<file path="config.mk">
export PLATFORM = sky130hd
export DESIGN_NAME = sfs_sync_lock
export DESIGN_NICKNAME = d
export VERILOG_FILES = /design/src/sfs_sync_lock.v /design/src/sfs_fifo.v
export VERILOG_INCLUDE_DIRS = /design/src
export SDC_FILE = /design/constraint.sdc
export NUM_CORES = 1
export LEC_CHECK = 0
export BUFFER_PORTS_ARGS = -buffer_cell sky130_fd_sc_hd__buf_2
export CELL_PAD_IN_SITES_DETAIL_PLACEMENT = 1
export CELL_PAD_IN_SITES_GLOBAL_PLACEMENT = 1
export CORE_MARGIN = 1
export CORE_UTILIZATION = 47
export CTS_CLUSTER_DIAMETER = 200
export DETAILED_ROUTE_END_ITERATION = 16
export GPL_ROUTABILITY_DRIVEN = 0
export GPL_TIMING_DRIVEN = 1
export PLACE_DENSITY = 0.9
export SYNTH_ARGS = -nofsm -noshare
export SYNTH_HDL_FRONTEND = slang
export SYNTH_SLANG_ARGS = --single-unit
export TNS_END_PERCENT = 1
</file>
<file path="constraint.sdc">
create_clock -name mclk -period 2.8 [get_ports mclk]
set_input_delay 0.42 -clock mclk [delete_from_list [all_inputs] [get_ports mclk]]
set_output_delay 0.42 -clock mclk [all_outputs]
set_load 0.05 [all_outputs]
</file>
<file path="src/sfs_defs.vh">
`ifndef SFS_DEFS_VH
`define SFS_DEFS_VH

// ==========================================================
// Prescaler ratios (VCO clocks per frame)
`define SFS_RATIO_W      8
`define SFS_RATIO_32     8'h20
`define SFS_RATIO_64     8'h40
`define SFS_RATIO_96     8'h60
`define SFS_RATIO_128    8'h80
`define SFS_SEL_32       2'h0
`define SFS_SEL_64       2'h1
`define SFS_SEL_96       2'h2
`define SFS_SEL_128      2'h3

// ==========================================================
// Window decoder counts
`define SFS_CNT_W        8
`define SFS_CNT_ZERO     8'h00
`define SFS_CNT_ONE      8'h01
`define SFS_CNT_PRESET   8'h05
`define SFS_CNT_REF      8'h04
`define SFS_CNT_WIN_LO   8'h04
`define SFS_CNT_WIN_HI   8'h05
`define SFS_POS0_START   8'h08
`define SFS_POS_LEN      8'h04
`define SFS_POS1_START   8'h0C
`define SFS_POS2_START   8'h10
`define SFS_POS3_START   8'h14
`define SFS_POS_END      8'h18

// ==========================================================
// Sync separator and pump timing, in mclk cycles
`define SFS_WIN_W        4
`define SFS_WIN_LEN      4'h6
`define SFS_PUMP_LEN     4'h4

// ==========================================================
// Lock detector
`define SFS_LK_W         2
`define SFS_LK_MAX       2'h3
`define SFS_LK_ZERO      2'h0

// ==========================================================
// Output buffer
`define SFS_FIFO_W       2
`define SFS_FIFO_D       4
`define SFS_FIFO_AW      2

`endif

</file>
<file path="src/sfs_sync_lock.v">
`include "sfs_defs.vh"
module sfs_sync_lock (
    input  wire       mclk,
    input  wire       rst_b,
    input  wire       comp_in,
    input  wire       vco_in,
    input  wire [1:0] ratio_sel,
    input  wire       trk_ready,
    output reg        trk_data_q,
    output reg        trk_clk_q,
    output reg        sync_q,
    output reg        ref_sync_q,
    output reg        pump_up_q,
    output reg        pump_dn_q,
    output reg        lock_q,
    output reg  [3:0] pos_en_q,
    output reg        preset_q
);
    // ======================================================
    // Input synchronisers: change counts when stages 2 and 3 agree
    reg [2:0] comp_s_q;
    reg [2:0] vco_s_q;
    reg       comp_q;
    reg       vco_q;
    always @(posedge mclk or negedge rst_b)
    begin
        if (!rst_b)
        begin
            comp_s_q <= 3'h0;
            vco_s_q  <= 3'h0;
            comp_q   <= 1'b0;
            vco_q    <= 1'b0;
        end
        else
        begin
            comp_s_q <= {comp_s_q[1:0], comp_in};
            vco_s_q  <= {vco_s_q[1:0], vco_in};
            if (comp_s_q[1] == comp_s_q[2])
                comp_q <= comp_s_q[2];
            if (vco_s_q[1] == vco_s_q[2])
                vco_q <= vco_s_q[2];
        end
    end

    wire comp_d = (comp_s_q[1] == comp_s_q[2]) ? comp_s_q[2] : comp_q;
    wire comp_fall = comp_q & ~comp_d;
    wire vco_d = (vco_s_q[1] == vco_s_q[2]) ? vco_s_q[2] : vco_q;
    wire tick = vco_d & ~vco_q;

    // ======================================================
    // Sync separator: timed window after each trailing edge
    reg [`SFS_WIN_W-1:0] win_q;
    reg                  sync_raw_q;
    wire win_open = (win_q != {`SFS_WIN_W{1'b0}});
    wire sync_now = win_open & comp_q;
    wire sync_fall = sync_raw_q & ~sync_now;
    always @(posedge mclk or negedge rst_b)
    begin
        if (!rst_b)
        begin
            win_q      <= {`SFS_WIN_W{1'b0}};
            sync_raw_q <= 1'b0;
        end
        else
        begin
            if (comp_fall)
                win_q <= `SFS_WIN_LEN;
            else if (win_open)
                win_q <= win_q - 1'b1;
            sync_raw_q <= sync_now;
        end
    end

    // ======================================================
    // Prescaled window decoder counter
    reg [`SFS_RATIO_W-1:0] ratio;
    always @*
    begin
        case (ratio_sel)
            `SFS_SEL_32:  ratio = `SFS_RATIO_32;
            `SFS_SEL_64:  ratio = `SFS_RATIO_64;
            `SFS_SEL_96:  ratio = `SFS_RATIO_96;
            default:      ratio = `SFS_RATIO_128;
        endcase
    end

    reg [`SFS_CNT_W-1:0] cnt_q;
    reg                  alt_q;
    reg                  cmp_arm_q;
    reg                  ref_seen_q;
    reg                  sync_seen_q;
    wire do_preset = sync_fall & ~alt_q;
    // Window spans end of count three to end of count five
    wire in_win = (cnt_q == `SFS_CNT_WIN_LO) | (cnt_q == `SFS_CNT_WIN_HI);
    wire ref_now = (cnt_q == `SFS_CNT_REF);
    wire ref_fall = ref_sync_q & ~ref_now;
    wire [`SFS_CNT_W-1:0] last = ratio - `SFS_CNT_ONE;

    always @(posedge mclk or negedge rst_b)
    begin
        if (!rst_b)
        begin
            cnt_q       <= `SFS_CNT_ZERO;
            alt_q       <= 1'b0;
            preset_q    <= 1'b0;
            ref_sync_q  <= 1'b0;
            cmp_arm_q   <= 1'b0;
            ref_seen_q  <= 1'b0;
            sync_seen_q <= 1'b0;
            pump_up_q   <= 1'b0;
            pump_dn_q   <= 1'b0;
            pos_en_q    <= 4'h0;
        end
        else
        begin
            preset_q   <= do_preset;
            ref_sync_q <= ref_now;
            if (sync_fall)
                alt_q <= ~alt_q;
            if (do_preset)
                cnt_q <= `SFS_CNT_PRESET;
            else if (tick)
                cnt_q <= (cnt_q == last) ? `SFS_CNT_ZERO
                                         : cnt_q + 1'b1;
            // Phase compare on frame after preset: first edge wins
            if (do_preset)
            begin
                cmp_arm_q   <= 1'b1;
                ref_seen_q  <= 1'b0;
                sync_seen_q <= 1'b0;
            end
            else if (cmp_arm_q)
            begin
                if (ref_fall & sync_fall)
                    cmp_arm_q <= 1'b0;
                else if (ref_fall & ~ref_seen_q)
                begin
                    ref_seen_q <= 1'b1;
                    if (sync_seen_q)
                        cmp_arm_q <= 1'b0;
                end
                else if (sync_fall & ~sync_seen_q)
                begin
                    sync_seen_q <= 1'b1;
                    if (ref_seen_q)
                        cmp_arm_q <= 1'b0;
                end
            end
            // Disk edge late: VCO fast, pump up while waiting
            pump_up_q <= cmp_arm_q & ref_seen_q & ~sync_seen_q;
            pump_dn_q <= cmp_arm_q & sync_seen_q & ~ref_seen_q;
            pos_en_q[0] <= (cnt_q >= `SFS_POS0_START) &
                           (cnt_q < `SFS_POS1_START);
            pos_en_q[1] <= (cnt_q >= `SFS_POS1_START) &
                           (cnt_q < `SFS_POS2_START);
            pos_en_q[2] <= (cnt_q >= `SFS_POS2_START) &
                           (cnt_q < `SFS_POS3_START);
            pos_en_q[3] <= (cnt_q >= `SFS_POS3_START) &
                           (cnt_q < `SFS_POS_END);
        end
    end

    // ======================================================
    // Lock detector, judged at every disk sync trailing edge
    reg [`SFS_LK_W-1:0] run_q;
    always @(posedge mclk or negedge rst_b)
    begin
        if (!rst_b)
        begin
            run_q  <= `SFS_LK_ZERO;
            lock_q <= 1'b0;
            sync_q <= 1'b0;
        end
        else
        begin
            sync_q <= sync_now;
            if (sync_fall)
            begin
                // Count frames that disagree with the present state
                if (in_win != lock_q)
                begin
                    if (run_q == `SFS_LK_MAX)
                    begin
                        lock_q <= in_win;
                        run_q  <= `SFS_LK_ZERO;
                    end
                    else
                        run_q <= run_q + 1'b1;
                end
                else
                    run_q <= `SFS_LK_ZERO;
            end
        end
    end

    // ======================================================
    // Track data: first pulse of each cell, no decoding
    reg cell_first_q;
    reg tog_q;
    wire f_valid;
    wire f_in_ready;
    wire [1:0] f_data;
    always @(posedge mclk or negedge rst_b)
    begin
        if (!rst_b)
        begin
            cell_first_q <= 1'b0;
            tog_q        <= 1'b0;
        end
        else
        begin
            // Slot 1 of each cell follows the counter wrap
            cell_first_q <= (cnt_q == `SFS_CNT_ONE);
            // Stall drop: toggle only when the buffer has room
            if (cell_first_q & comp_fall & f_in_ready)
                tog_q <= ~tog_q;
        end
    end

    // Gap after each word keeps the track clock a single pulse
    wire pop_ok = trk_ready & ~trk_clk_q;
    wire push = (cnt_q == `SFS_CNT_REF) & tick;
    wire out_valid;
    sfs_fifo #(
        .W  (`SFS_FIFO_W),
        .D  (`SFS_FIFO_D),
        .AW (`SFS_FIFO_AW)
    ) u_fifo (
        .mclk      (mclk),
        .rst_b     (rst_b),
        .in_valid  (push),
        .in_ready  (f_in_ready),
        .in_data   ({tog_q, 1'b1}),
        .out_valid (out_valid),
        .out_ready (pop_ok),
        .out_data  (f_data)
    );

    always @(posedge mclk or negedge rst_b)
    begin
        if (!rst_b)
        begin
            trk_data_q <= 1'b0;
            trk_clk_q  <= 1'b0;
        end
        else
        begin
            trk_clk_q <= out_valid & pop_ok & f_data[0];
            if (out_valid & pop_ok)
                trk_data_q <= f_data[1];
        end
    end
endmodule

</file>
<file path="src/sfs_fifo.v">
module sfs_fifo #(
    parameter W  = 2,
    parameter D  = 4,
    parameter AW = 2
) (
    input  wire          mclk,
    input  wire          rst_b,
    input  wire          in_valid,
    output wire          in_ready,
    input  wire [W-1:0]  in_data,
    output wire          out_valid,
    input  wire          out_ready,
    output wire [W-1:0]  out_data
);
    reg [W-1:0]  mem [0:D-1];
    reg [AW-1:0] wr_q;
    reg [AW-1:0] rd_q;
    reg [AW:0]   cnt_q;
    wire         push;
    wire         pop;

    assign in_ready  = (cnt_q != D[AW:0]);
    assign out_valid = (cnt_q != {(AW+1){1'b0}});
    assign out_data  = mem[rd_q];
    assign push      = in_valid & in_ready;
    assign pop       = out_valid & out_ready;

    always @(posedge mclk)
    begin
        if (push)
            mem[wr_q] <= in_data;
    end

    always @(posedge mclk or negedge rst_b)
    begin
        if (!rst_b)
        begin
            wr_q  <= {AW{1'b0}};
            rd_q  <= {AW{1'b0}};
            cnt_q <= {(AW+1){1'b0}};
        end
        else
        begin
            if (push)
                wr_q <= wr_q + 1'b1;
            if (pop)
                rd_q <= rd_q + 1'b1;
            if (push & ~pop)
                cnt_q <= cnt_q + 1'b1;
            else if (pop & ~push)
                cnt_q <= cnt_q - 1'b1;
        end
    end
endmodule

</file>
* Word-level counts from Yosys, hierarchy flattened
Memories as Yosys holds them, arrays and structs flattened. A register that Yosys moved wholly into a read port is not among the register bits.
Index checks and enable logic that the tools add are counted.
** Storage, ports and cells
- Register bits :: 46
- Bits in latches :: 0
- Bits in writable memories :: 4
- Bits in read-only memories :: 0
- Input bits :: 7
- Output and inout bits :: 12
- Word-level logic and storage cells :: 135
- Memories :: 1
** Operators by class
- Add/subtract/negate cells :: 8
- $mul :: 0
- Divide/modulo/power cells :: 0
- Order comparisons :: 8
- Equal/unequal tests :: 13
- Shift operators :: 0
- Mux-type cells :: 30
- Bitwise logic cells :: 38
- Reductions and logical operators :: 13
** Memory list
- u_fifo.mem :: depth 4, width 1, rd ports 1, clocked after Yosys merged registers in 1, wr ports 1, line sfs_fifo.v:15 : reg [W-1:0] mem [0:D-1];
** Operators by type and width (count)
- 1-bit bitwise AND :: 25
- 8-bit by 5-bit less-than comparator with 1-bit output (second input constant) :: 3
- 8-bit two-way mux :: 3
- 8-bit case mux with 3 select lines :: 1
- 1-bit two-way mux :: 20
- 8-bit by 3-bit == test with 1-bit output (second input constant) :: 2
- 8-bit by 4-bit greater-or-equal comparator with 1-bit output (second input constant) :: 2
- 8-bit by 5-bit greater-or-equal comparator with 1-bit output (second input constant) :: 2
- 2-bit nonzero test :: 6
- 1-bit NOT :: 11
- 8-bit by 1-bit adder with 8-bit output (second input constant) :: 1
- 8-bit by 1-bit == test with 1-bit output (second input constant) :: 1
- 8-bit == test :: 1
- 8-bit by 4-bit less-than comparator with 1-bit output (second input constant) :: 1
- 4-bit two-way mux :: 2
- 8-bit by 1-bit subtractor with 8-bit output (second input constant) :: 1
- 2-bit by 1-bit adder with 2-bit output (second input constant) :: 3
- 3-bit two-way mux :: 2
- 3-bit AND reduction :: 2
- 2-bit == test (second input constant) :: 2
- 2-bit two-way mux :: 2
- 2-bit != test (second input constant) :: 2
- 4-bit AND reduction :: 1
- 4-bit nonzero test :: 1
- other kinds (12) :: 13

* Longest topological paths before layout
Gate-level depths: netlist (run 1).
- Depth after elaboration :: 10
- Mapped depth :: 12
- Gate-level depth less buffers :: 11

* Hierarchy
Synthesis (run 1) repeated with hierarchy kept, for this count alone.
** Unflattened totals
- Cell total of the unflattened synthesis :: 217
- Area, all modules :: 2581.2 sq um
** Modules (own cells, without submodules)
- sfs_sync_lock :: instances 1, cells each 173, area an instance 1878.1 sq um, seq. area each 1001.0 sq um
- sfs_fifo :: instances 1, cells each 44, area an instance 703.2 sq um, seq. area each 415.4 sq um

* Least setup slack after synthesis (run 1)
OpenSTA, ideal clock, no wires.
- Path kind :: register -> register
- Start :: register cnt_q[5]
- End :: register u_fifo.cnt_q[2]
- Setup time :: 0.079 ns
- Data arrival time :: 2.487 ns
- Required time :: 2.721 ns
- Path slack :: 0.234 ns
- Cell stages (with the launch flop) :: 12
- Path buffers :: 2
- Period minus slack after synthesis :: 2.566 ns
- Path through :: dfrtp_1 or4_1 buf_6 nor3_4 and3_1 buf_6 ha_1 inv_1 fa_1 xor2_1 nor2_1 xor2_1
** Between the ends
- Longest elaborated chain between the ends :: 6
- Elaborated cells between the ends (all ways) :: 8
- Classes of those cells :: 1 x eq/ne; 1 x mux; 5 x bitwise; 1 x reduce/logical
** Ends and longest elaborated chain
- from (decl) :: line sfs_sync_lock.v:87 : reg [`SFS_CNT_W-1:0] cnt_q;
- from (signal assigned) :: line sfs_sync_lock.v:103 : cnt_q <= `SFS_CNT_ZERO;
- from (signal assigned) :: line sfs_sync_lock.v:121 : cnt_q <= `SFS_CNT_PRESET;
- from (signal assigned) :: line sfs_sync_lock.v:123 : cnt_q <= (cnt_q == last) ? `SFS_CNT_ZERO
- 8-bit by 3-bit == test with 1-bit output (no source line) *
- net ref_now :: line sfs_sync_lock.v:95 : wire ref_now = (cnt_q == `SFS_CNT_REF);
- 1-bit bitwise AND * :: line sfs_sync_lock.v:222 : wire push = (cnt_q == `SFS_CNT_REF) & tick;
- 1-bit bitwise AND * :: line sfs_fifo.v:25 : assign push = in_valid & in_ready;
- net u_fifo.push :: line sfs_fifo.v:19 : wire push;
- 1-bit NOT :: line sfs_fifo.v:50 : else if (pop & ~push)
- 1-bit bitwise AND :: line sfs_fifo.v:50
- 2-bit nonzero test (no source line)
- to (signal assigned) :: line sfs_fifo.v:40 : cnt_q <= {(AW+1){1'b0}};
- to (signal assigned) :: line sfs_fifo.v:49 : cnt_q <= cnt_q + 1'b1;
- to (signal assigned) :: line sfs_fifo.v:51 : cnt_q <= cnt_q - 1'b1;
- to (decl) :: line sfs_fifo.v:18 : reg [AW:0] cnt_q;
The timed path passes the listed nets; every way through them passes the cells marked *.
A chain may end at the register's enable or synchronous reset.

* Final worst setup path (run 1)
- Start :: register cnt_q[5]
- End :: register u_fifo.cnt_q[2]
** Between the ends
- Longest elaborated chain between the ends :: 6
- Elaborated cells between the ends (all ways) :: 8
- Classes of those cells :: 1 x eq/ne; 1 x mux; 5 x bitwise; 1 x reduce/logical
** Ends and longest elaborated chain (line)
- 8-bit by 3-bit == test with 1-bit output (no source line) *
- net ref_now :: sfs_sync_lock.v:95
- 1-bit bitwise AND * :: sfs_sync_lock.v:222
- 1-bit bitwise AND * :: sfs_fifo.v:25
- 1-bit NOT :: sfs_fifo.v:50
- 1-bit bitwise AND :: sfs_fifo.v:50
- 2-bit nonzero test (no source line)
Marks and branches as above.

==> results by group, run 1 <==
Outcome
  • Run status: finished clean

Timing
  • Setup repair after global routing missed its margin: no
  • Max Freq: 385 MHz
  • Portion of the clock cycle consumed by the worst path in the final layout: 92.8%
  • Total count of hold-check failures in the final report: 0
  • Setup TNS: 0 ns
  • Final Skew: 0.00452 ns
  • Max-slew headroom at the worst pin: 31.8%
  • Setup Viol. Count Final: 0
  • Tightest hold margin: 0.216 ns
  • Worst setup margin: 0.201 ns
  • Pin slew with the least headroom to its limit: 1.02 ns
  • Slew Limit Fails: 0
  • Final min period: 2.60 ns

Pwr
  • Share of total power in sequential cells: 44.8%
  • Pwr Total: 2610 uW
  • Pint: 1580 uW
  • Maximum resistive drop on vdd: 0.000333 V
  • Share of total power consumed by net switching: 39.4%
  • Power per unit of standard cell area: 993 nW/um^2
  • Leakage dissipation: 0.00121 uW
  • Fraction of power consumed by the clock network: 17.4%
  • Combinational Power Share: 37.8%
  • Switching power: 1030 uW

Floorplanning
  • Ports: 19
  • Die outline width: 72.9 um
  • Die outline area: 5320 sq um
  • Site row count: 25
  • Initial Util: 49.4%
  • Die height: 72.9 um
  • Area of the core region: 4790 sq um

Synth
  • Cell area after synthesis: 2360 sq um
  • Top cells by area in the synthesized netlist: sky130_fd_sc_hd__dfrtp_1 50%, sky130_fd_sc_hd__ha_1 7.4%, sky130_fd_sc_hd__edfxtp_1 5.1%, sky130_fd_sc_hd__xnor2_1 4.8%, sky130_fd_sc_hd__nor3_1 2.8%
  • Synth top area share: 49.7%
  • Flip-flop and latch count after synthesis: 51
  • Xor/xnor cell area share of the yosys netlist: 6.67%
  • Post-Syn Nets: 225
  • Synthesized area per cell: 11.6 sq um
  • Fraction of synthesized area in multiplexers: 3.02%
  • Yosys warning total: 0
  • Post-synthesis cell count: 203
  • Dominant combinational cell family by area after synthesis: simple AND/OR/NAND/NOR gates
  • Share of synthesized cell area in full adder, half adder and majority cells: 9.10%
  • Fraction of registers with async set or reset after synthesis: 92.2%
  • Number of synthesized flops with an enable pin: 4
  • Compound-Gate Fraction of Synth Area: 4.87%
  • Commonest register cell after synthesis: sky130_fd_sc_hd__dfrtp_1
  • Post-synthesis cell type count: 41
  • Synthesized-area fraction occupied by and/or/nand/nor cells: 17.7%
  • Fraction of the yosys area taken by sequential cells: 54.8%
  • Library cell occupying the most area in the post-synthesis netlist: sky130_fd_sc_hd__dfrtp_1

Drt
  • Via total after detailed routing: 1501
  • First-iteration detailed-routing DRC count: 50
  • Detailed-router iteration count before antenna repair: 2
  • Post-detailed-route wirelength per cell: 14.2 um
  • Remaining routing DRC violations: 0
  • Count of antenna-violating nets left after detailed routing: 0
  • Routed wire length: 4190 um
  • Via density per instance: 5.11

Global routing
  • First-pass GRT wire length: 7100 um
  • Largest net degree at the start of global routing: 48
  • Overall routing resource usage: 17.8%
  • Number of antenna violations at the first check in global routing: 0
  • Via count of the first global-routing pass: 1497
  • Global route overflow: 0

Min path
  • Kind of path behind the tightest hold check: input port to flip-flop
  • Source of the worst hold timing path: vco_in

Worst setup path
  • Cell-by-cell listing of the critical path: or4_1, nor3_4, and3_1, ha_1, inv_1, fa_1, xor2_1, nor2_1, xor2_1
  • Maximum cell stage delay along the critical path: 0.63 ns
  • Worst path slowest cell: sky130_fd_sc_hd__or4_1
  • Critical path startpoint category: flip-flop
  • Critical path arrival: 2.82 ns
  • Worst reg2reg path startpoint: cnt_q[5]$_DFFE_PN0P_
  • Type of the worst setup path: flip-flop to flip-flop
  • Most common cell on crit path: sky130_fd_sc_hd__xor2_1
  • Critical path endpoint category: flip-flop
  • CP max FO: 7
  • Data required time of the critical path: 3.02 ns
  • Path depth of the worst reg2reg path: 9
  • Reg-to-reg endpoint: u_fifo.cnt_q[2]$_DFFE_PN0P_
  • Setup slack on the worst flop-to-flop path: 0.20 ns
  • Critical path launch point: cnt_q[5]$_DFFE_PN0P_
  • Worst setup path endpoint: u_fifo.cnt_q[2]$_DFFE_PN0P_

Layout
  • Post-route cell area: 2630 sq um
  • Synthesis-to-layout area growth: 11.1%
  • Antenna diode count: 0
  • Fraction of layout instances using a drive strength above 1: 18.9%
  • Layout Nets: 248

Place
  • Cell area after placement: 2530 sq um
  • Number of buffers inserted by port buffering: 18
  • Worst-case setup slack after placement: 0.271 ns
  • Post-DP HPWL: 2980 um

Clocking
  • Clk sinks: 51
  • Post-cts gate resize count: 0
  • Deepest level of the CTS H-tree: 2
  • Clock Path Buffers: 2
  • Clock buffers created by TritonCTS: 5
  • Clock transition time at the flip-flop clock pins of the worst setup and hold paths: 0.09 ns
  • Master cell of the clock root buffer: sky130_fd_sc_hd__clkbuf_8
  • TritonCTS clock tree: built
  • Hold-fix buffers, CTS: 0
  • Worst-Skew Late Latency: 0.30 ns
  • Buffers inserted by post-CTS timing repair: 0

Run
  • Max-capacitance violation count: 0
[power groups by stage]
stage                     clock, uW  sequential (uW)  combinational (uW)
after floorplan                   0             1310                 608
after global placement            0             1170                 952
after detailed placement          0             1190                 989
after CTS                       471             1170                 998
after global routing            497             1200                1100
final                           455             1170                 986
[cells in the final DEF, fill, tap and decap left out, types with 7 or more instances in the layout]
cell type,netlist,routed
sky130_fd_sc_hd__buf_2,0,18
sky130_fd_sc_hd__clkbuf_8,0,7
sky130_fd_sc_hd__dfrtp_1,47,47
sky130_fd_sc_hd__ha_1,14,14
sky130_fd_sc_hd__inv_1,14,14
sky130_fd_sc_hd__nand2_1,13,13
sky130_fd_sc_hd__nor2_1,14,14
sky130_fd_sc_hd__nor3_1,13,13
sky130_fd_sc_hd__xnor2_1,13,13
[cells in the mapped netlist, types with 2 or more instances]
library cell               instances
sky130_fd_sc_hd__nand2_1          13
sky130_fd_sc_hd__nor3_1           13
sky130_fd_sc_hd__ha_1             14
sky130_fd_sc_hd__nand2b_1          3
sky130_fd_sc_hd__nand4_1           4
sky130_fd_sc_hd__o211ai_1          2
sky130_fd_sc_hd__o21a_1            2
sky130_fd_sc_hd__buf_6             2
sky130_fd_sc_hd__xnor2_1          13
sky130_fd_sc_hd__or3_1             3
sky130_fd_sc_hd__clkbuf_1          3
sky130_fd_sc_hd__nor2_1           14
sky130_fd_sc_hd__xor2_1            5
sky130_fd_sc_hd__nand3_1           4
sky130_fd_sc_hd__nor4b_1           2
sky130_fd_sc_hd__a21oi_1           3
sky130_fd_sc_hd__inv_1            14
sky130_fd_sc_hd__edfxtp_1          4
sky130_fd_sc_hd__and2_2            4
sky130_fd_sc_hd__o31ai_1           3
sky130_fd_sc_hd__and3_1            2
sky130_fd_sc_hd__nand3b_1          2
sky130_fd_sc_hd__o21ai_0           5
sky130_fd_sc_hd__nor3b_1           3
sky130_fd_sc_hd__mux2_2            3
sky130_fd_sc_hd__maj3_1            2
sky130_fd_sc_hd__dfrtp_1          47
[cells by family after synthesis]
family / count (synthesis)
and+or+nand+nor: 74
DFF: 51
buffers and inverters: 20
AOI/OAI and AO/OA: 18
xor gates and xnor gates: 18
adders and majority gates: 17
muxes: 5
[layout make-up]
type | instances | area [sq um]
clock buffers | 8 | 100
inverters | 15 | 56.3
well taps | 67 | 83.8
fillers | 522 | 2160
flip-flops and latches | 51 | 1300
multi-input cells | 132 | 978
repair buffers | 21 | 113
[registers in the layout (all words and copies together) (netlist names), 2 cells and up]
register	flops
vco_s_q	3
run_q	2
cnt_q	8
u_fifo.mem	4
comp_s_q	3
pos_en_q	4
win_q	4
u_fifo.cnt_q	3
u_fifo.rd_q	2
u_fifo.wr_q	2
[per-layer routing]
metal / vias to the layer above / wire length [um] / GRT usage [%]
met5: - / 0 / 0
met4: 0 / 56 / 5.23
met3: 5 / 86 / 4.14
met2: 15 / 2020 / 28.6
met1: 748 / 2030 / 24.2
li1: 733 / - / -
[worst min-delay path by stage]
stage / slack (ns) / to / cells after the start
floorplan: 0.12 / alt_q$_DFFE_PN0N_ / 0
global placement: 0.33 / vco_s_q[1]$_DFF_PN0_ / 0
detailed placement: 0.35 / vco_s_q[1]$_DFF_PN0_ / 0
CTS: 0.21 / vco_s_q[0]$_DFF_PN0_ / 1
global route: 0.20 / vco_s_q[0]$_DFF_PN0_ / 1
finish: 0.22 / vco_s_q[0]$_DFF_PN0_ / 1
[critical path: cells and delay by family, from the launching register on]
family        cells  cell delay (ns)
buf+inv           1             0.06
simple gates      4             1.14
xor+xnor          2             0.32
flops             1             0.46
fa+ha+maj         2             0.55
[per-stage QoR]
stage                     utilization (%)  cells
after floorplan                         -    203
after global placement               52.8    286
after detailed placement             52.8    286
after CTS                            54.9    294
after global routing                 54.9    294
final                                54.9    294
(Power assumes the default switching activity.)
==> run 2: changes to the inputs <==
==> constraint.sdc (replaced) <==
create_clock -name mclk -period 2.8 [get_ports mclk]
set_input_delay 0.28 -clock mclk [delete_from_list [all_inputs] [get_ports mclk]]
set_output_delay 0.28 -clock mclk [all_outputs]
set_load 0.05 [all_outputs]
==> results by group, run 2 (synthesized netlist as in run 1, its figures left out) <==
Worst setup path
  • Cell-by-cell listing of the critical path: or4_1, nor3_4, and3_1, ha_1, inv_1, fa_1, xor2_1, nor2_1, xor2_1
  • CP max FO: 7 (unchanged)
  • Number of buffer and inverter instances along the worst setup path: 1 (unchanged)
  • Critical path startpoint category: flip-flop
  • Gate family responsible for the most delay along the worst path: simple AND/OR/NAND/NOR gates
  • Critical path endpoint category: flip-flop
  • Worst reg2reg path startpoint: cnt_q[5]$_DFFE_PN0P_
  • Worst path slowest cell: sky130_fd_sc_hd__or4_1
  • Path depth of the worst reg2reg path: 9 (unchanged)
  • Setup slack on the worst flop-to-flop path: 0.23 ns (+0.02 ns)
  • Reg-to-reg endpoint: u_fifo.cnt_q[2]$_DFFE_PN0P_
  • Most common cell on crit path: sky130_fd_sc_hd__xor2_1
  • Type of the worst setup path: flip-flop to flip-flop
  • Maximum cell stage delay along the critical path: 0.62 ns (about the same)
  • Critical path arrival: 2.80 ns (-0.02 ns)
  • Data required time of the critical path: 3.03 ns (about the same)

Min path
  • Worst Hold Path EP: vco_s_q[0]$_DFF_PN0_
  • Kind of path behind the tightest hold check: input port to flip-flop
  • Worst hold path stage count: 1 (unchanged)
  • Source of the worst hold timing path: vco_in

Layout
  • Largest register by flop count: cnt_q
  • Most common cell after layout, fill and taps aside: sky130_fd_sc_hd__dfrtp_1
  • Filler Cell Count: 517 (-0.96%)
  • Antenna diode count: 0 (unchanged)
  • Fraction of layout instances using a drive strength above 1: 18.5% (-0.44 points)
  • Cell Count, Final, Fillers Out: 294 (unchanged)
  • Commonest non-fill, non-tap cells in the layout: 47 x sky130_fd_sc_hd__dfrtp_1, 18 x sky130_fd_sc_hd__buf_2, 14 x sky130_fd_sc_hd__inv_1, 14 x sky130_fd_sc_hd__nor2_1, 14 x sky130_fd_sc_hd__ha_1
  • Synthesis-to-layout area growth: 10.3%
  • Post-route cell area: 2610 sq um (-0.71%)
  • Number of flip-flops in the largest register: 8 (unchanged)
  • Layout Nets: 248 (unchanged)

Drt
  • Met2 wire length: 2300 um (+14%)
  • Total length of routed met3 wires: 86 um (unchanged)
  • Count of antenna-violating nets left after detailed routing: 0 (unchanged)
  • Routed wire length: 4440 um (+5.9%)
  • Met1 layer wirelength in the final routing: 1970 um (-2.7%)
  • Remaining routing DRC violations: 0 (unchanged)
  • Post-detailed-route wirelength per cell: 15.1 um (+5.9%)
  • Detailed-router iteration count before antenna repair: 4 (+2)
  • First-iteration detailed-routing DRC count: 86 (+72%)
  • Max Used Layer: met4
  • Via density per instance: 5.15 (+0.87%)
  • Via total after detailed routing: 1514 (+0.87%)

Global routing
  • Number of antenna violations at the first check in global routing: 0 (unchanged)
  • Largest net degree at the start of global routing: 48 (unchanged)
  • Global route overflow: 0 (unchanged)
  • Via count of the first global-routing pass: 1588 (+6.1%)
  • Overall routing resource usage: 19.4% (+1.6 points)
  • First-pass GRT wire length: 7630 um (+7.5%)

Timing
  • Setup repair after global routing missed its margin: no
  • Setup Viol. Count Final: 0 (unchanged)
  • Max Freq: 388 MHz (+0.95%)
  • Setup TNS: 0 ns (unchanged)
  • Slew Limit Fails: 0 (unchanged)
  • Portion of the clock cycle consumed by the worst path in the final layout: 92.0% (-0.87 points)
  • Total count of hold-check failures in the final report: 0 (unchanged)
  • Final min period: 2.57 ns (-0.0244 ns)
  • Max-slew headroom at the worst pin: 30.6% (-1.2 points)
  • Pin slew with the least headroom to its limit: 1.04 ns (+0.0180 ns)
  • Final Skew: 0.00558 ns (+0.00106 ns)

Clocking
  • Clk sinks: 51 (unchanged)
  • Master cell of the clock root buffer: sky130_fd_sc_hd__clkbuf_8
  • Worst-Skew Late Latency: 0.30 ns (about the same)
  • Clock transition time at the flip-flop clock pins of the worst setup and hold paths: 0.09 ns (about the same)
  • TritonCTS clock tree: built
  • Buffers inserted by post-CTS timing repair: 0 (unchanged)
  • Post-cts gate resize count: 0 (unchanged)
  • Clock Path Buffers: 2 (unchanged)
  • Deepest level of the CTS H-tree: 2 (unchanged)
  • Hold-fix buffers, CTS: 0 (unchanged)
  • Clock buffers created by TritonCTS: 5 (unchanged)

Place
  • Number of instances in the placed design: 286 (unchanged)
  • Post-DP HPWL: 3280 um (+10%)
  • Cell area after placement: 2530 sq um (unchanged)
  • Number of buffers inserted by port buffering: 18 (unchanged)

Run
  • Max-capacitance violation count: 0 (unchanged)

Floorplanning
  • Die outline width: 72.9 um (unchanged)
  • Area of the core region: 4790 sq um (unchanged)
  • Die outline area: 5320 sq um (unchanged)
  • Die height: 72.9 um (unchanged)
  • Site row count: 25 (unchanged)
  • Ports: 19 (unchanged)
  • Initial Util: 49.4% (unchanged)

Outcome
  • Run status: finished clean

Pwr
  • Leakage dissipation: 0.00120 uW (-0.77%)
  • Maximum resistive drop on vdd: 0.000283 V (-15%)
  • Power per unit of standard cell area: 988 nW/um^2 (-0.48%)
==> run 2: cell types whose count changed in the layout (fill, tap and decap cells not counted), sizes merged <==
cell    previous run  this run
clkinv             1         2
clkbuf             8         7
==> run 2: metal layers <==
layer,GRT usage [%],vias to the layer above
met3,4.14,5
met2,33.0,16
met4,7.19,0
met5,0,-
met1,24.5,758
li1,-,735
==> run 2: layout make-up <==
type	instances	area (sq um)	area share, %
Clock buffer	7	76.3	2.93
Clock inverter	1	5.00	0.192
Inverter	15	56.3	2.16
Multi-Input combinational cell	132	978	37.5
Sequential cell	51	1300	49.7
Tap cell	67	83.8	3.21
Timing Repair Buffer	21	113	4.32
==> run 2: per-stage QoR <==
stage	utilization [%]	hold slack, ns	setup slack [ns]	total power [uW]
after floorplan	-	-0.0156	0.234	1920
after global placement	52.8	0.334	0.315	2120
after detailed placement	52.8	0.347	0.232	2200
after CTS	54.5	0.0662	0.209	2620
after global routing	54.5	0.0603	0.0643	2780
final	54.5	0.0773	0.225	2580
==> run 2: worst max path at each step <==
stage	start	to	slack, ns	cells after the start
final	cnt_q[5]$_DFFE_PN0P_	u_fifo.cnt_q[2]$_DFFE_PN0P_	0.23	9
after global routing	cnt_q[5]$_DFFE_PN0P_	u_fifo.cnt_q[2]$_DFFE_PN0P_	0.06	9
after CTS	cnt_q[5]$_DFFE_PN0P_	u_fifo.cnt_q[2]$_DFFE_PN0P_	0.21	9
after detailed placement	cnt_q[5]$_DFFE_PN0P_	u_fifo.cnt_q[2]$_DFFE_PN0P_	0.23	9
after global placement	cnt_q[5]$_DFFE_PN0P_	u_fifo.cnt_q[2]$_DFFE_PN0P_	0.32	9
after floorplan	cnt_q[5]$_DFFE_PN0P_	u_fifo.cnt_q[2]$_DFFE_PN0P_	0.23	11
==> run 2: where the power goes <==
part	internal [uW]	switching [uW]	total, uW
sequential	977	189	1170
clock	176	232	408
combinational	378	626	1000
==> run 2: worst register-to-register path: cells and delay by family (launching register included) <==
kind	cells	cell delay, ns
flip-flops	1	0.46
AND/OR/NAND/NOR	4	1.14
buffers and inverters	1	0.06
adder cells (fa/ha/maj)	2	0.55
XOR/XNOR	2	0.30
==> run 3: changes to the inputs <==
--- a/config.mk
+++ b/config.mk
@@ -9,6 +9,7 @@
 export BUFFER_PORTS_ARGS = -buffer_cell sky130_fd_sc_hd__buf_2
 export CELL_PAD_IN_SITES_DETAIL_PLACEMENT = 1
 export CELL_PAD_IN_SITES_GLOBAL_PLACEMENT = 1
+export CORE_ASPECT_RATIO = 1.25
 export CORE_MARGIN = 1
 export CORE_UTILIZATION = 47
 export CTS_CLUSTER_DIAMETER = 200
==> results by group, run 3 (synthesized netlist as in run 1, its figures left out) <==
Global routing
  • Largest net degree at the start of global routing: 48 (unchanged)
  • Number of antenna violations at the first check in global routing: 0 (unchanged)
  • Via count of the first global-routing pass: 1690 (+6.4%)
  • Overall routing resource usage: 21.4% (+1.9 points)
  • Global route overflow: 0 (unchanged)
  • First-pass GRT wire length: 8340 um (+9.2%)

Worst setup path
  • Maximum cell stage delay along the critical path: 0.62 ns (about the same)
  • Critical path startpoint category: flip-flop
  • Path depth of the worst reg2reg path: 9 (unchanged)
  • Setup slack on the worst flop-to-flop path: 0.17 ns (-0.05 ns)
  • Critical path arrival: 2.86 ns (+0.06 ns)
  • Reg-to-reg endpoint: u_fifo.cnt_q[2]$_DFFE_PN0P_
  • Worst reg2reg path startpoint: cnt_q[4]$_DFFE_PN0P_
  • Worst path slowest cell: sky130_fd_sc_hd__or4_1
  • Most common cell on crit path: sky130_fd_sc_hd__xor2_1
  • Critical path endpoint category: flip-flop
  • Critical path launch point: cnt_q[4]$_DFFE_PN0P_
  • CP max FO: 7 (unchanged)
  • Data required time of the critical path: 3.03 ns (about the same)
  • Cell-by-cell listing of the critical path: or4_1, nor3_4, and3_1, ha_1, inv_1, fa_1, xor2_1, nor2_1, xor2_1
  • Type of the worst setup path: flip-flop to flip-flop
  • Worst setup path endpoint: u_fifo.cnt_q[2]$_DFFE_PN0P_

Timing
  • Max-slew headroom at the worst pin: 30.1% (-0.51 points)
  • Final Skew: 0.00478 ns (-0.000799 ns)
  • Portion of the clock cycle consumed by the worst path in the final layout: 93.8% (+1.8 points)
  • Setup TNS: 0 ns (unchanged)
  • Final min period: 2.63 ns (+0.0512 ns)
  • Total count of hold-check failures in the final report: 0 (unchanged)
  • Slew Limit Fails: 0 (unchanged)
  • Setup repair after global routing missed its margin: no
  • Max Freq: 381 MHz (-1.9%)
  • Tightest hold margin: 0.0764 ns (-0.000947 ns)
  • Setup Viol. Count Final: 0 (unchanged)
  • Pin slew with the least headroom to its limit: 1.05 ns (+0.00767 ns)

Drt
  • Via density per instance: 5.42 (+5.3%)
  • Routed wire length: 4930 um (+11%)
  • Count of antenna-violating nets left after detailed routing: 0 (unchanged)
  • Via total after detailed routing: 1562 (+3.2%)
  • Detailed-router iteration count before antenna repair: 4 (unchanged)
  • First-iteration detailed-routing DRC count: 47 (-45%)
  • Remaining routing DRC violations: 0 (unchanged)
  • Post-detailed-route wirelength per cell: 17.1 um (+13%)

Layout
  • Commonest non-fill, non-tap cells in the layout: 47 x sky130_fd_sc_hd__dfrtp_1, 18 x sky130_fd_sc_hd__buf_2, 14 x sky130_fd_sc_hd__inv_1, 14 x sky130_fd_sc_hd__nor2_1, 14 x sky130_fd_sc_hd__ha_1
  • Most common cell after layout, fill and taps aside: sky130_fd_sc_hd__dfrtp_1
  • Cell Count, Final, Fillers Out: 288 (-2.0%)
  • Number of flip-flops in the largest register: 8 (unchanged)
  • Synthesis-to-layout area growth: 11.2%
  • Largest register by flop count: cnt_q
  • Fraction of layout instances using a drive strength above 1: 19.7% (+1.2 points)
  • Post-route cell area: 2630 sq um (+0.82%)
  • Antenna diode count: 0 (unchanged)
  • Layout Nets: 249 (+0.40%)

Clocking
  • Clk sinks: 51 (unchanged)
  • Worst-Skew Late Latency: 0.31 ns (about the same)
  • Buffers inserted by post-CTS timing repair: 0 (unchanged)
  • Post-cts gate resize count: 0 (unchanged)
  • Hold-fix buffers, CTS: 0 (unchanged)
  • Clock buffers created by TritonCTS: 5 (unchanged)
  • Clock transition time at the flip-flop clock pins of the worst setup and hold paths: 0.09 ns (about the same)
  • TritonCTS clock tree: built
  • Clock Path Buffers: 2 (unchanged)
  • Deepest level of the CTS H-tree: 2 (unchanged)
  • Master cell of the clock root buffer: sky130_fd_sc_hd__clkbuf_8

Floorplanning
  • Die outline width: 65.4 um (-10%)
  • Die height: 81.3 um (+11%)
  • Initial Util: 49.3% (-0.14 points)
  • Site row count: 28 (+12%)
  • Area of the core region: 4800 sq um (+0.29%)
  • Ports: 19 (unchanged)
  • Die outline area: 5320 sq um (about the same)

Min path
  • Kind of path behind the tightest hold check: input port to flip-flop
  • Worst hold path stage count: 1 (unchanged)

Run
  • Max-capacitance violation count: 0 (unchanged)

Pwr
  • Power per unit of standard cell area: 1020 nW/um^2 (+3.5%)
  • Pwr Total: 2690 uW (+4.4%)
  • Leakage dissipation: 0.00122 uW (+1.1%)
  • Maximum resistive drop on vdd: 0.000378 V (+34%)

Place
  • Cell area after placement: 2530 sq um (about the same)
  • Number of buffers inserted by port buffering: 18 (unchanged)
  • Number of instances in the placed design: 280 (-2.1%)
  • Post-DP HPWL: 3380 um (+3.0%)

Outcome
  • Run status: finished clean
## run 3: cell types whose count changed in the layout (fill, tap and decap cells not counted), sizes merged
| cell | previous run | this run |
|---|---|---|
| clkinv | 2 | 1 |
| buf | 21 | 22 |
| clkinvlp | 0 | 1 |
## run 3: where the power goes
group | total, uW | internal (uW) | switching, uW
logic | 1030 | 383 | 648
registers | 1190 | 976 | 218
clock network | 466 | 225 | 241
## run 3: how the worst min path moves through the flow
stage                           from                     to  slack, ns
2_1_floorplan                  rst_b      alt_q$_DFFE_PN0N_      -0.02
3_3_place_gp   comp_s_q[0]$_DFF_PN0_  comp_s_q[1]$_DFF_PN0_       0.33
3_5_place_dp   comp_s_q[0]$_DFF_PN0_  comp_s_q[1]$_DFF_PN0_       0.34
4_1_cts                       vco_in   vco_s_q[0]$_DFF_PN0_       0.07
5_1_grt                       vco_in   vco_s_q[0]$_DFF_PN0_       0.07
6_report                      vco_in   vco_s_q[0]$_DFF_PN0_       0.08
## run 3: per-stage QoR
step | utilization, % | worst slack (ns)
floorplan | - | 0.234
global placement | 52.6 | 0.357
detailed placement | 52.6 | 0.248
CTS | 54.8 | 0.175
global route | 54.8 | 0.00484
finish | 54.8 | 0.174
## run 3: final cells by class
cell class	instances	area, sq um
Multi-Input combinational cell	132	978
Timing Repair Buffer	22	120
Sequential cell	51	1300
Clock inverter	1	7.51
Inverter	15	56.3
Clock buffer	7	96.3
Fill cell	520	2170
Tap cell	60	75.1
## run 3: worst max-delay path: cells and delay by family (launching register included)
kind,cells,cell delay (ns)
xor gates and xnor gates,2,0.31
buffers and inverters,1,0.07
adders and majority gates,2,0.59
DFF,1,0.46
and+or+nand+nor,4,1.14
## run 3: metal layers
metal  wire (um)  vias up  global-route usage (%)
li1            -      731                       -
met1        2030      793                    25.6
met3         111       12                    3.93
met4         164        0                    10.9
met2        2620       26                    36.5
met5           0        -                       0
